### src/core/urxb_pkg.sv
// package: register map, field layout and encodings of the serial unit
package urxb_pkg;
    localparam int          URXB_DW       = 32;
    localparam logic [7:0]  URXB_OFS_MODE = 8'h00;
    localparam logic [7:0]  URXB_OFS_BAUD = 8'h04;
    localparam logic [7:0]  URXB_OFS_ERR  = 8'h08;
    localparam logic [7:0]  URXB_OFS_RXB  = 8'h0C;
    localparam logic [7:0]  URXB_OFS_TX   = 8'h10;
    // mode register fields
    localparam int          URXB_MODE_PWR = 7;
    localparam int          URXB_MODE_TXE = 6;
    localparam int          URXB_MODE_RXE = 5;
    localparam int          URXB_MODE_PAR = 3;
    localparam int          URXB_MODE_LEN = 2;
    localparam int          URXB_MODE_STP = 1;
    localparam logic [7:0]  URXB_MODE_RST = 8'h04;
    // baud control fields
    localparam int          URXB_BAUD_SEL = 6;
    localparam int          URXB_BAUD_DIV = 0;
    localparam logic [7:0]  URXB_BAUD_RST = 8'h08;
    localparam logic [4:0]  URXB_DIV_MIN  = 5'h08;
    // error status bits
    localparam int          URXB_ERR_PAR  = 2;
    localparam int          URXB_ERR_FRM  = 1;
    localparam int          URXB_ERR_OVR  = 0;
    localparam logic [31:0] URXB_ZERO     = 32'h0000_0000;
    typedef enum logic [1:0] {
        URXB_PAR_NONE,
        URXB_PAR_ZERO,
        URXB_PAR_ODD,
        URXB_PAR_EVEN
    } urxb_par_e;
    typedef struct packed {
        logic      power;
        logic      tx_en;
        logic      rx_en;
        urxb_par_e par;
        logic      len8;
        logic      stop2;
        logic      rsvd;
    } urxb_mode_s;
    typedef struct packed {
        logic parity;
        logic framing;
        logic overrun;
    } urxb_err_s;
endpackage

### src/core/urxb_top.sv
// serial unit: receive errors, input filter, baud generator and register slave
//
// Register access over APB and the placing of the registers are this design's own decisions.
`timescale 1ns/1ps
// Overview of operation
// - detect parity, framing, overrun faults as flags
// - raise error request when receive sets flag
// - status read returns flags, then clears them
// - parity fault on mismatch with configured odd or even parity
// - framing fault when stop sample is low
// - overrun when character ends before buffer read
// - filter output changes when two samples agree
// - receive processing lags line by three ticks
// - separate 5-bit transmit and receive counters
// - base clock by select field, gated by power
// - transmit counter held zero unless power and enable
// - transmit counter cleared on each character write while idle
// - receive counter held zero, counts after start
// - receive counter idles after frame until start
// - divisor field sets k, valid 8 to 31
// - bit rate is base clock over 2k
// - counter sets bit latch point after start
// - overrun character is not moved to buffer
// - parity fault does not abort the frame
// - exactly one stop bit is checked
// - resample after k ticks, start if still low
module urxb_top
    import urxb_pkg::*;
#(
    parameter int AW = 8
) (
    input  wire logic              clk_sys,
    input  wire logic              rstn,
    input  wire logic [AW-1:0]     paddr,
    input  wire logic              psel,
    input  wire logic              penable,
    input  wire logic              pwrite,
    input  wire logic [URXB_DW-1:0] pwdata,
    output logic      [URXB_DW-1:0] prdata,
    output logic                   pready,
    output logic                   pslverr,
    input  wire logic              serial_in,
    output logic                   serial_out,
    output logic                   rx_done_irq,
    output logic                   rx_error_irq,
    output logic                   tx_done_irq
);
    typedef enum logic [1:0] {RX_IDLE, RX_START, RX_BITS} urxb_rx_e;

    urxb_mode_s   mode_r;
    logic [7:0]   baud_control_r;
    urxb_err_s    err_r;
    logic [7:0]   rx_buffer_r;
    logic         rx_full_r;
    logic [3:0]   pre_r;
    logic         samp_a_r;
    logic         samp_b_r;
    logic         filt_r;
    logic         filt_d_r;
    urxb_rx_e     rx_st_r;
    logic [4:0]   rx_cnt_r;
    logic         rx_half_r;
    logic [3:0]   rx_idx_r;
    logic [8:0]   rx_shift_reg_r;
    logic [4:0]   tx_cnt_r;
    logic         tx_half_r;
    logic         tx_busy_r;
    logic [3:0]   tx_left_r;
    logic [11:0]  tx_shift_reg_r;
    logic [URXB_DW-1:0] prdata_r;
    logic         pready_r;
    logic         pslverr_r;
    logic         serial_out_r;
    logic         rx_done_r;
    logic         rx_err_irq_r;
    logic         tx_done_r;

    // bus decode
    wire logic [7:0] ofs     = paddr[7:0];
    wire logic hit_mode      = ofs == URXB_OFS_MODE;
    wire logic hit_baud      = ofs == URXB_OFS_BAUD;
    wire logic hit_err       = ofs == URXB_OFS_ERR;
    wire logic hit_rxb       = ofs == URXB_OFS_RXB;
    wire logic hit_tx        = ofs == URXB_OFS_TX;
    wire logic hit_any       = hit_mode | hit_baud | hit_err | hit_rxb | hit_tx;
    // one wait state so read data comes from a flip-flop
    wire logic acc_first     = psel & penable & ~pready_r;
    wire logic acc_done      = psel & penable & pready_r;
    wire logic wr_mode       = acc_done & pwrite & hit_mode;
    wire logic wr_baud       = acc_done & pwrite & hit_baud;
    wire logic wr_tx         = acc_done & pwrite & hit_tx;
    wire logic rd_err        = acc_done & ~pwrite & hit_err;
    wire logic rd_rxb        = acc_done & ~pwrite & hit_rxb;

    wire logic [URXB_DW-1:0] rd_mux =
        hit_mode ? {24'h000000, mode_r} :
        hit_baud ? {24'h000000, baud_control_r} :
        hit_err  ? {29'h00000000, err_r} :
        hit_rxb  ? {24'h000000, rx_buffer_r} :
        hit_tx   ? {29'h00000000, rx_full_r, rx_st_r != RX_IDLE, tx_busy_r} :
                   URXB_ZERO;

    always_ff @(posedge clk_sys) begin
        if (!rstn) begin
            pready_r  <= 1'b0;
            pslverr_r <= 1'b0;
            prdata_r  <= URXB_ZERO;
        end else begin
            pready_r  <= acc_first;
            pslverr_r <= acc_first & ~hit_any;
            prdata_r  <= acc_first ? rd_mux : URXB_ZERO;
        end
    end

    always_ff @(posedge clk_sys) begin
        if (!rstn) begin
            mode_r         <= URXB_MODE_RST;
            baud_control_r <= URXB_BAUD_RST;
        end else begin
            if (wr_mode) begin
                mode_r <= urxb_mode_s'(pwdata[7:0]);
            end
            if (wr_baud) begin
                baud_control_r <= pwdata[7:0];
            end
        end
    end

    // base clock enable: divide by 2, 4, 8 or 16; held off without power
    wire logic [1:0] sel     = baud_control_r[URXB_BAUD_SEL +: 2];
    wire logic [3:0] sel_msk = 4'hF >> (2'h3 - sel);
    wire logic base_en       = mode_r.power & ((pre_r & sel_msk) == sel_msk);
    // values below 8 are out of range; treated as 8
    wire logic [4:0] div_f   = baud_control_r[URXB_BAUD_DIV +: 5];
    wire logic [4:0] k_last  = (div_f < URXB_DIV_MIN) ? 5'h07 : div_f - 5'h01;

    always_ff @(posedge clk_sys) begin
        if (!rstn || !mode_r.power) begin
            pre_r <= 4'h0;
        end else begin
            pre_r <= pre_r + 4'h1;
        end
    end

    // noise filter: line is taken on base ticks, passes when two agree
    always_ff @(posedge clk_sys) begin
        if (!rstn) begin
            samp_a_r <= 1'b1;
            samp_b_r <= 1'b1;
            filt_r   <= 1'b1;
            filt_d_r <= 1'b1;
        end else if (base_en) begin
            samp_a_r <= serial_in;
            samp_b_r <= samp_a_r;
            if (samp_a_r == samp_b_r) begin
                filt_r <= samp_b_r;
            end
            filt_d_r <= filt_r;
        end
    end

    // receive side
    wire logic rx_on     = mode_r.power & mode_r.rx_en;
    wire logic rx_tick   = base_en & (rx_cnt_r == k_last);
    wire logic par_on    = mode_r.par != URXB_PAR_NONE;
    wire logic [3:0] n_dp = (mode_r.len8 ? 4'd8 : 4'd7) + {3'b000, par_on};
    wire logic [7:0] rx_data = mode_r.len8 ? rx_shift_reg_r[7:0]
                                           : {1'b0, rx_shift_reg_r[6:0]};
    wire logic rx_pbit   = mode_r.len8 ? rx_shift_reg_r[8] : rx_shift_reg_r[7];
    wire logic par_odd   = ^rx_data ^ rx_pbit;
    wire logic bit_mid   = rx_st_r == RX_BITS && rx_tick && rx_half_r;
    // only one stop bit is looked at; a second one is treated as idle line
    wire logic at_stop   = bit_mid && rx_idx_r == n_dp;
    // zero parity and no parity never flag
    wire logic par_bad   = (mode_r.par == URXB_PAR_EVEN &&  par_odd) ||
                           (mode_r.par == URXB_PAR_ODD  && !par_odd);
    wire urxb_err_s err_set = at_stop ? urxb_err_s'{parity:  par_bad,
                                                    framing: ~filt_r,
                                                    overrun: rx_full_r}
                                      : urxb_err_s'(3'h0);

    always_ff @(posedge clk_sys) begin
        if (!rstn || !rx_on) begin
            rx_st_r   <= RX_IDLE;
            rx_cnt_r  <= 5'h00;
            rx_half_r <= 1'b0;
            rx_idx_r  <= 4'h0;
        end else if (base_en) begin
            unique case (rx_st_r)
                RX_IDLE: begin
                    rx_cnt_r <= 5'h00;
                    if (filt_d_r && !filt_r) begin
                        rx_st_r <= RX_START;
                    end
                end
                RX_START: begin
                    rx_cnt_r <= rx_tick ? 5'h00 : rx_cnt_r + 5'h01;
                    if (rx_tick) begin
                        rx_st_r   <= filt_r ? RX_IDLE : RX_BITS;
                        rx_half_r <= 1'b0;
                        rx_idx_r  <= 4'h0;
                    end
                end
                RX_BITS: begin
                    rx_cnt_r <= rx_tick ? 5'h00 : rx_cnt_r + 5'h01;
                    if (rx_tick) begin
                        rx_half_r <= ~rx_half_r;
                    end
                    if (bit_mid) begin
                        rx_idx_r <= rx_idx_r + 4'h1;
                        if (at_stop) begin
                            rx_st_r <= RX_IDLE;
                        end
                    end
                end
            endcase
        end
    end

    always_ff @(posedge clk_sys) begin
        if (!rstn) begin
            rx_shift_reg_r <= 9'h000;
        end else if (bit_mid && rx_idx_r < n_dp) begin
            rx_shift_reg_r[rx_idx_r] <= filt_r;
        end
    end

    // flags: a new fault in the read cycle survives the clear
    always_ff @(posedge clk_sys) begin
        if (!rstn) begin
            err_r        <= '{default: 1'b0};
            rx_full_r    <= 1'b0;
            rx_buffer_r  <= 8'h00;
            rx_done_r    <= 1'b0;
            rx_err_irq_r <= 1'b0;
        end else begin
            err_r        <= (rd_err ? urxb_err_s'(3'h0) : err_r) | err_set;
            rx_err_irq_r <= |err_set;
            rx_done_r    <= at_stop;
            if (at_stop && !rx_full_r) begin
                rx_buffer_r <= rx_data;
                rx_full_r   <= 1'b1;
            end else if (rd_rxb) begin
                rx_full_r <= 1'b0;
            end
        end
    end

    // transmit side
    wire logic tx_on   = mode_r.power & mode_r.tx_en;
    wire logic tx_tick = base_en & (tx_cnt_r == k_last);
    wire logic tx_bend = tx_tick & tx_half_r;
    wire logic tx_load = wr_tx & tx_on & ~tx_busy_r;
    wire logic tx_pbit = (mode_r.par == URXB_PAR_EVEN) ?  ^pwdata[7:0] & mode_r.len8 |
                                                          ^pwdata[6:0] & ~mode_r.len8 :
                         (mode_r.par == URXB_PAR_ODD)  ? ~(mode_r.len8 ? ^pwdata[7:0]
                                                                       : ^pwdata[6:0]) :
                         1'b0;

    function automatic logic [11:0] frame_build(input logic [7:0] d, input logic p,
                                                input logic l8, input logic pe);
        logic [11:0] f;
        f = 12'hFFF;
        f[0] = 1'b0;
        f[7:1] = d[6:0];
        if (l8) begin
            f[8] = d[7];
        end
        if (pe) begin
            f[l8 ? 9 : 8] = p;
        end
        return f;
    endfunction

    always_ff @(posedge clk_sys) begin
        if (!rstn || !tx_on) begin
            tx_cnt_r  <= 5'h00;
            tx_half_r <= 1'b0;
        end else if (tx_load) begin
            tx_cnt_r  <= 5'h00;
            tx_half_r <= 1'b0;
        end else if (base_en) begin
            tx_cnt_r <= tx_tick ? 5'h00 : tx_cnt_r + 5'h01;
            if (tx_tick) begin
                tx_half_r <= ~tx_half_r;
            end
        end
    end

    always_ff @(posedge clk_sys) begin
        if (!rstn || !tx_on) begin
            tx_busy_r      <= 1'b0;
            tx_left_r      <= 4'h0;
            tx_shift_reg_r <= 12'hFFF;
            tx_done_r      <= 1'b0;
        end else begin
            tx_done_r <= tx_busy_r & tx_bend & (tx_left_r == 4'h1);
            if (tx_load) begin
                tx_busy_r      <= 1'b1;
                tx_shift_reg_r <= frame_build(pwdata[7:0], tx_pbit, mode_r.len8, par_on);
                tx_left_r      <= n_dp + 4'd2 + {3'b000, mode_r.stop2};
            end else if (tx_busy_r && tx_bend) begin
                tx_shift_reg_r <= {1'b1, tx_shift_reg_r[11:1]};
                tx_left_r      <= tx_left_r - 4'h1;
                tx_busy_r      <= tx_left_r != 4'h1;
            end
        end
    end

    always_ff @(posedge clk_sys) begin
        if (!rstn) begin
            serial_out_r <= 1'b1;
        end else begin
            serial_out_r <= tx_busy_r ? tx_shift_reg_r[0] : 1'b1;
        end
    end

    assign prdata       = prdata_r;
    assign pready       = pready_r;
    assign pslverr      = pslverr_r;
    assign serial_out   = serial_out_r;
    assign rx_done_irq  = rx_done_r;
    assign rx_error_irq = rx_err_irq_r;
    assign tx_done_irq  = tx_done_r;
endmodule

### config.mk
export PLATFORM = sky130hd
export DESIGN_NAME = urxb_top
export DESIGN_NICKNAME = d
export VERILOG_FILES = /design/src/core/urxb_pkg.sv /design/src/core/urxb_top.sv
export SDC_FILE = /design/constraint.sdc
export NUM_CORES = 1
export LEC_CHECK = 0
export BUFFER_PORTS_ARGS = -buffer_cell sky130_fd_sc_hd__buf_2
export CELL_PAD_IN_SITES_DETAIL_PLACEMENT = 1
export CELL_PAD_IN_SITES_GLOBAL_PLACEMENT = 2
export CORE_ASPECT_RATIO = 0.9
export CORE_UTILIZATION = 36
export CTS_CLUSTER_DIAMETER = 100
export DETAILED_ROUTE_END_ITERATION = 10
export PLACE_DENSITY = 0.85
export SYNTH_ARGS = -nofsm -noshare
export SYNTH_HDL_FRONTEND = slang
export SYNTH_SLANG_ARGS = --single-unit
### constraint.sdc
create_clock -name clk_sys -period 7 [get_ports clk_sys]
set_input_delay 0.7 -clock clk_sys [delete_from_list [all_inputs] [get_ports clk_sys]]
set_output_delay 0.7 -clock clk_sys [all_outputs]
set_load 0.05 [all_outputs]
Yosys cells after proc, flatten, opt, wreduce, memory -nomap -nowiden
Cells that the tools add are included.
{"block": "totals", "regBits": 118, "word_cells": 206, "output_inout_bits": 38}
{"block": "op_classes", "n_addsub": 10, "shift": 1, "mux": 48, "n_bitwise": 42, "n_lt_le_gt_ge": 6, "eq_ne": 20, "n_reduce_logical": 43}
{"cell": "8-bit 2-to-1 mux", "n": 5}
{"cell": "12-bit 2-to-1 mux", "n": 3}
{"cell": "1-bit AND", "n": 23}
{"cell": "4-bit 2-to-1 mux", "n": 5}
{"cell": "8-bit by 4-bit == test with 1-bit output, second input constant", "n": 2}
{"cell": "1-bit 2-to-1 mux", "n": 16}
{"cell": "8-bit XOR reduction", "n": 2}
{"cell": "5-bit 2-to-1 mux", "n": 3}
{"cell": "12-bit bitwise mux", "n": 1}
{"cell": "1-bit logical AND", "n": 11}
{"cell": "1-bit NOT", "n": 11}
{"cell": "5-bit by 1-bit adder with 5-bit output, second input constant", "n": 2}
{"cell": "5-bit == test", "n": 2}
{"cell": "4-bit by 5-bit less-than comparator with 1-bit output, second input constant", "n": 2}
{"cell": "2-bit 2-to-1 mux", "n": 5}
{"cell": "2-bit inequality test, second input constant", "n": 5}
{"cell": "5-bit case mux with 2 select lines", "n": 1}
{"cell": "2-bit nonzero test", "n": 5}
{"cell": "9-bit bitwise mux", "n": 1}
{"cell": "3-bit 2-to-1 mux", "n": 3}
{"cell": "4-bit by 1-bit adder with 4-bit output", "n": 2}
{"cell": "4-bit by 1-bit adder with 4-bit output, second input constant", "n": 2}
{"cell": "1-bit demux with 4-bit select", "n": 2}
{"cell": "4-bit == test", "n": 2}
{"cell": "other kinds (33)", "n": 54}

Longest topological paths before layout
{"block": "logic_depth", "word_depth": 12, "depth_mapped": 11, "mapped_depth_nobuf": 10}

Worst setup path after synthesis
Ideal clock, no wire load.
{"block": "synth_timing", "kind": "register -> register", "from": "reg mode_r[2] (netlist name)", "to": "reg rx_shift_reg_r[8]", "setup_slack_ps": 4430, "path_stages_with_launch": 12, "n_path_buf": 1, "arrival_time_ps": 2500, "synth_period_minus_slack_ps": 2570, "cell_sequence": "dfxtp_1 -> inv_1 -> ha_1 -> inv_1 -> ha_1 -> nor2b_1 -> o21ai_0 -> nand2b_1 -> a211o_1 -> clkbuf_1 -> or4_1 -> a21oi_1"}
{"block": "synth_between", "elab_chain_cells": 4}
{"item": "start, declared", "line_no": "urxb_top.sv:50", "source": "urxb_mode_s mode_r;"}
{"item": "start signal, assigned", "line_no": "urxb_top.sv:121", "source": "mode_r <= urxb_mode_s'(pwdata[7:0]);"}
{"item": "4-bit 2-to-1 mux", "line_no": "urxb_top.sv:166", "source": "wire logic [3:0] n_dp = (mode_r.len8 ? 4'd8 : 4'd7) + {3'b000, par_on};"}
{"item": "4-bit by 1-bit adder with 4-bit output", "line_no": "urxb_top.sv:166"}
{"item": "4-bit less-than comparator", "line_no": "urxb_top.sv:223", "source": "end else if (bit_mid && rx_idx_r < n_dp) begin"}
{"item": "1-bit logical AND", "line_no": "urxb_top.sv:223"}
{"item": "end signal, assigned by index", "line_no": "urxb_top.sv:224", "source": "rx_shift_reg_r[rx_idx_r] <= filt_r;"}
{"item": "end, declared", "line_no": "urxb_top.sv:64", "source": "logic [8:0] rx_shift_reg_r;"}
Every way passes these cells.
A chain may end at the register's enable or synchronous reset.

Worst setup path in the final report
{"block": "layout_timing", "from": "reg baud_control_r[0]", "to": "reg rx_shift_reg_r[3]"}
{"block": "layout_between", "elab_chain_cells": 7}
{"item": "start, declared", "line_no": "urxb_top.sv:51", "source": "logic [7:0] baud_control_r;"}
{"item": "start signal, assigned", "line_no": "urxb_top.sv:124", "source": "baud_control_r <= pwdata[7:0];"}
{"item": "5-bit by 1-bit subtractor with 5-bit output / 5-bit by 4-bit less-than comparator with 1-bit output (equally long branches)", "line_no": "urxb_top.sv:135", "source": "wire logic [4:0] k_last = (div_f < URXB_DIV_MIN) ? 5'h07 : div_f - 5'h01;"}
{"item": "5-bit 2-to-1 mux (*)", "line_no": "urxb_top.sv:135"}
{"item": "5-bit == test (*)", "line_no": "urxb_top.sv:164", "source": "wire logic rx_tick = base_en & (rx_cnt_r == k_last);"}
{"item": "1-bit AND (*)", "line_no": "urxb_top.sv:164"}
{"item": "1-bit logical AND (*) (2 in a row)", "line_no": "urxb_top.sv:171", "source": "wire logic bit_mid = rx_st_r == RX_BITS && rx_tick && rx_half_r;"}
{"item": "1-bit logical AND (*)", "line_no": "urxb_top.sv:223"}
Every way passes the cells marked *; elsewhere a longest branch is shown, timed or not.

==> results.txt <==
synthesized area = 5190 um2
worst-case clock skew = 0.00752 ns
post-route ant nets = 0
Nets = 704
Synth Warn # = 0
Die Ht = 116 um
slowest stage cell, crit path = or4_1
CTS buffer count = 9
number of global-route vias before repair = 4511
Final Max Tran Viols = 0
minimum clock period = 3.24 ns
Post-synth EDFFs = 0
vias per cell = 5.36
Setup Viol. Count Final = 0
worst-margin pin slew = 0.844 ns
Post-DP HPWL = 10.4 mm
Layout area overhead = 8.95%
Core Region = 14100 um2
final core occ = 0.402
Yosys top cell area share = 0.355
clk_lat worst skew = 0.35 ns
Die Area = 14900 um2
synth top area cells = dfxtp_1 (36%), mux2i_1 (6.2%), ha_1 (5.3%)
syn avg cell area = 8.34 um2
RSZ-0062 raised after global routing = false
Worst Hold Class = register to register
Placed Area = 5370 um2
GPL Wtd Cong = 0.828
Max stage delay on crit path = 0.69 ns
clk buf depth = 2
Critical Path Start Type = register
CTS HTree Levels = 3
Hold Fails Final Rpt = 0
TNS Setup = 0 ns
Post-synth top flop = dfxtp_1
Worst VDD drop = 109 uV
post-cts hold buffer count = 0
slew margin rel. = 0.437
clk root buf = clkbuf_16
status = finished, final reports clean
via count = 4473
Seq/Total Area, Yosys = 0.355
Detailed Route WL = 14.0 mm
critical path, cell by cell = inv_1 > ha_1 > xnor2_1 > o31ai_1 > a32o_1 > nand3_2 > or4_1 > a21oi_1
Top Ports = 84
cell taking the most area after synthesis = dfxtp_1
Synth Instances = 622
clk slew on worst S/H paths = 0.07 ns
fin crit share = 0.462
data required time at the worst endpoint = 7.27 ns
Critical Path AT = 3.51 ns
design area = 5650 um2
register bit total from synthesis = 92
count of input and output buffers = 35
Worst Path Max Fanout = 31
proportion of layout cells with a drive suffix above 1 = 0.0952
ys async rst share = 0
initial core utilization = 0.369
crit path kind = register to register
Post-CTS Setup Inserts = 0
first-pass GRT wire length = 22.8 mm
leakage power total = 2.12 nW
Max Clk Rate = 309 MHz
DR DRC count = 0
First DRT Iteration DRCs = 210
Commonest cells post-synth = dfxtp_1 (92), nor2_1 (57), a21oi_1 (51), nand2_1 (41), mux2i_1 (32)
Die W = 129 um
number of iterations in the first detailed-routing pass = 4
# Max-Cap Violations = 0
Sink Count = 92
# rows = 41
wire length per cell = 16.7 um
largest net degree at the start of global routing = 38
PostCTS Resize Cnt = 0
power density over the cells = 186 nW/um2
initial antenna violation count = 0
TritonCTS clock tree = built
crit path capture type = register
Tot GR Track Use = 0.197
Yosys cell types = 63
antenna cells = 0
most frequent cell after synthesis = dfxtp_1
aggregate global routing overflow = 0
sequential cells by signal, summed over array words and instances (netlist names), 2 cells and up:
name	count
baud_control_r	8
err_r	3
mode_r	8
prdata	8
pre_r	4
rx_buffer_r	8
rx_cnt_r	5
rx_idx_r	4
rx_shift_reg_r	9
rx_st_r	2
tx_cnt_r	5
tx_left_r	4
tx_shift_reg_r	10
metrics by stage:
stage | hold WS (ns) | setup WS [ns] | total power [mW] | instances
2_1_floorplan | 0.415 | 4.43 | 0.594 | 645
3_3_place_gp | 0.440 | 3.94 | 0.597 | 818
3_5_place_dp | 0.448 | 3.79 | 0.598 | 818
4_1_cts | 0.470 | 3.77 | 1.07 | 834
5_1_grt | 0.490 | 3.55 | 1.10 | 834
6_report | 0.455 | 3.76 | 1.05 | 834
area by class of cell:
| cell class | count | area, um2 |
|---|---|---|
| Clock inverter | 6 | 48.8 |
| Inverter | 28 | 105 |
| Sequential cell | 92 | 1840 |
| Multi-Input combinational cell | 470 | 3010 |
| Tap cell | 193 | 241 |
| Fill cell | 1731 | 8400 |
| Clock buffer | 10 | 229 |
| Timing Repair Buffer | 35 | 175 |
worst max-delay path, delay by kind of cell, from the launching register on:
kind,cells,cell delay (ns)
AND/OR/NAND/NOR,2,1.18
AO/OA/AOI/OAI,3,0.77
flip-flops,1,0.50
adder cells (fa/ha/maj),1,0.40
XOR/XNOR,1,0.16
buffers and inverters,1,0.14
cell usage in the layout, fill, tap and decap left out, types with 5 or more instances in the layout:
master / count
mux2i_1: 32
and4_1: 5
nor3_1: 19
ha_1: 22
conb_1: 24
a22oi_1: 7
nor4_1: 6
and3_1: 7
nand4_1: 12
nand2b_1: 9
nor2_1: 57
or4_1: 10
a21oi_1: 51
nand3b_1: 11
nor2b_1: 9
clkbuf_16: 9
nand2_1: 41
a31oi_1: 6
o31ai_1: 10
o21ai_0: 28
or3_1: 12
dfxtp_1: 92
inv_1: 27
xor2_1: 5
xnor2_1: 19
buf_2: 35
nand3_1: 18
logic make-up after synthesis:
logic type      count (synthesis)  synth area share
simple gates                  230             0.233
compound gates                134             0.161
flops                          92             0.355
buf+inv                        83            0.0813
mux                            34            0.0661
xor+xnor                       26            0.0492
fa+ha+maj                      22            0.0531
other cells                     1          0.000723
path summary, 6_finish.rpt:
path                            slack [ns]  cells after the start           endpoint               from
worst min register to register        0.46                      1         serial_out  tx_shift_reg_r[0]
worst min-delay path                  0.46                      1         serial_out  tx_shift_reg_r[0]
worst max register to register        3.76                      8  rx_shift_reg_r[3]  baud_control_r[0]
worst max-delay path                  3.76                      8  rx_shift_reg_r[3]  baud_control_r[0]
routing by layer:
metal  global-route usage  vias up  routed length (um)  share of wire
li1                     -     2201                   -              -
met1                0.252     2182                6570           0.47
met2                0.334       77                6670           0.48
met3               0.0443       13                 585          0.042
met4               0.0510        0                 146          0.010
met5                    0        -                   0              0
where the power goes:
part	internal, mW	total (mW)	switching [mW]
clock	0.245	0.468	0.223
sequential	0.524	0.524	0.000191
combinational	0.0127	0.0622	0.0494
total	0.781	1.05	0.273
Power figures use the tool's default switching activity.
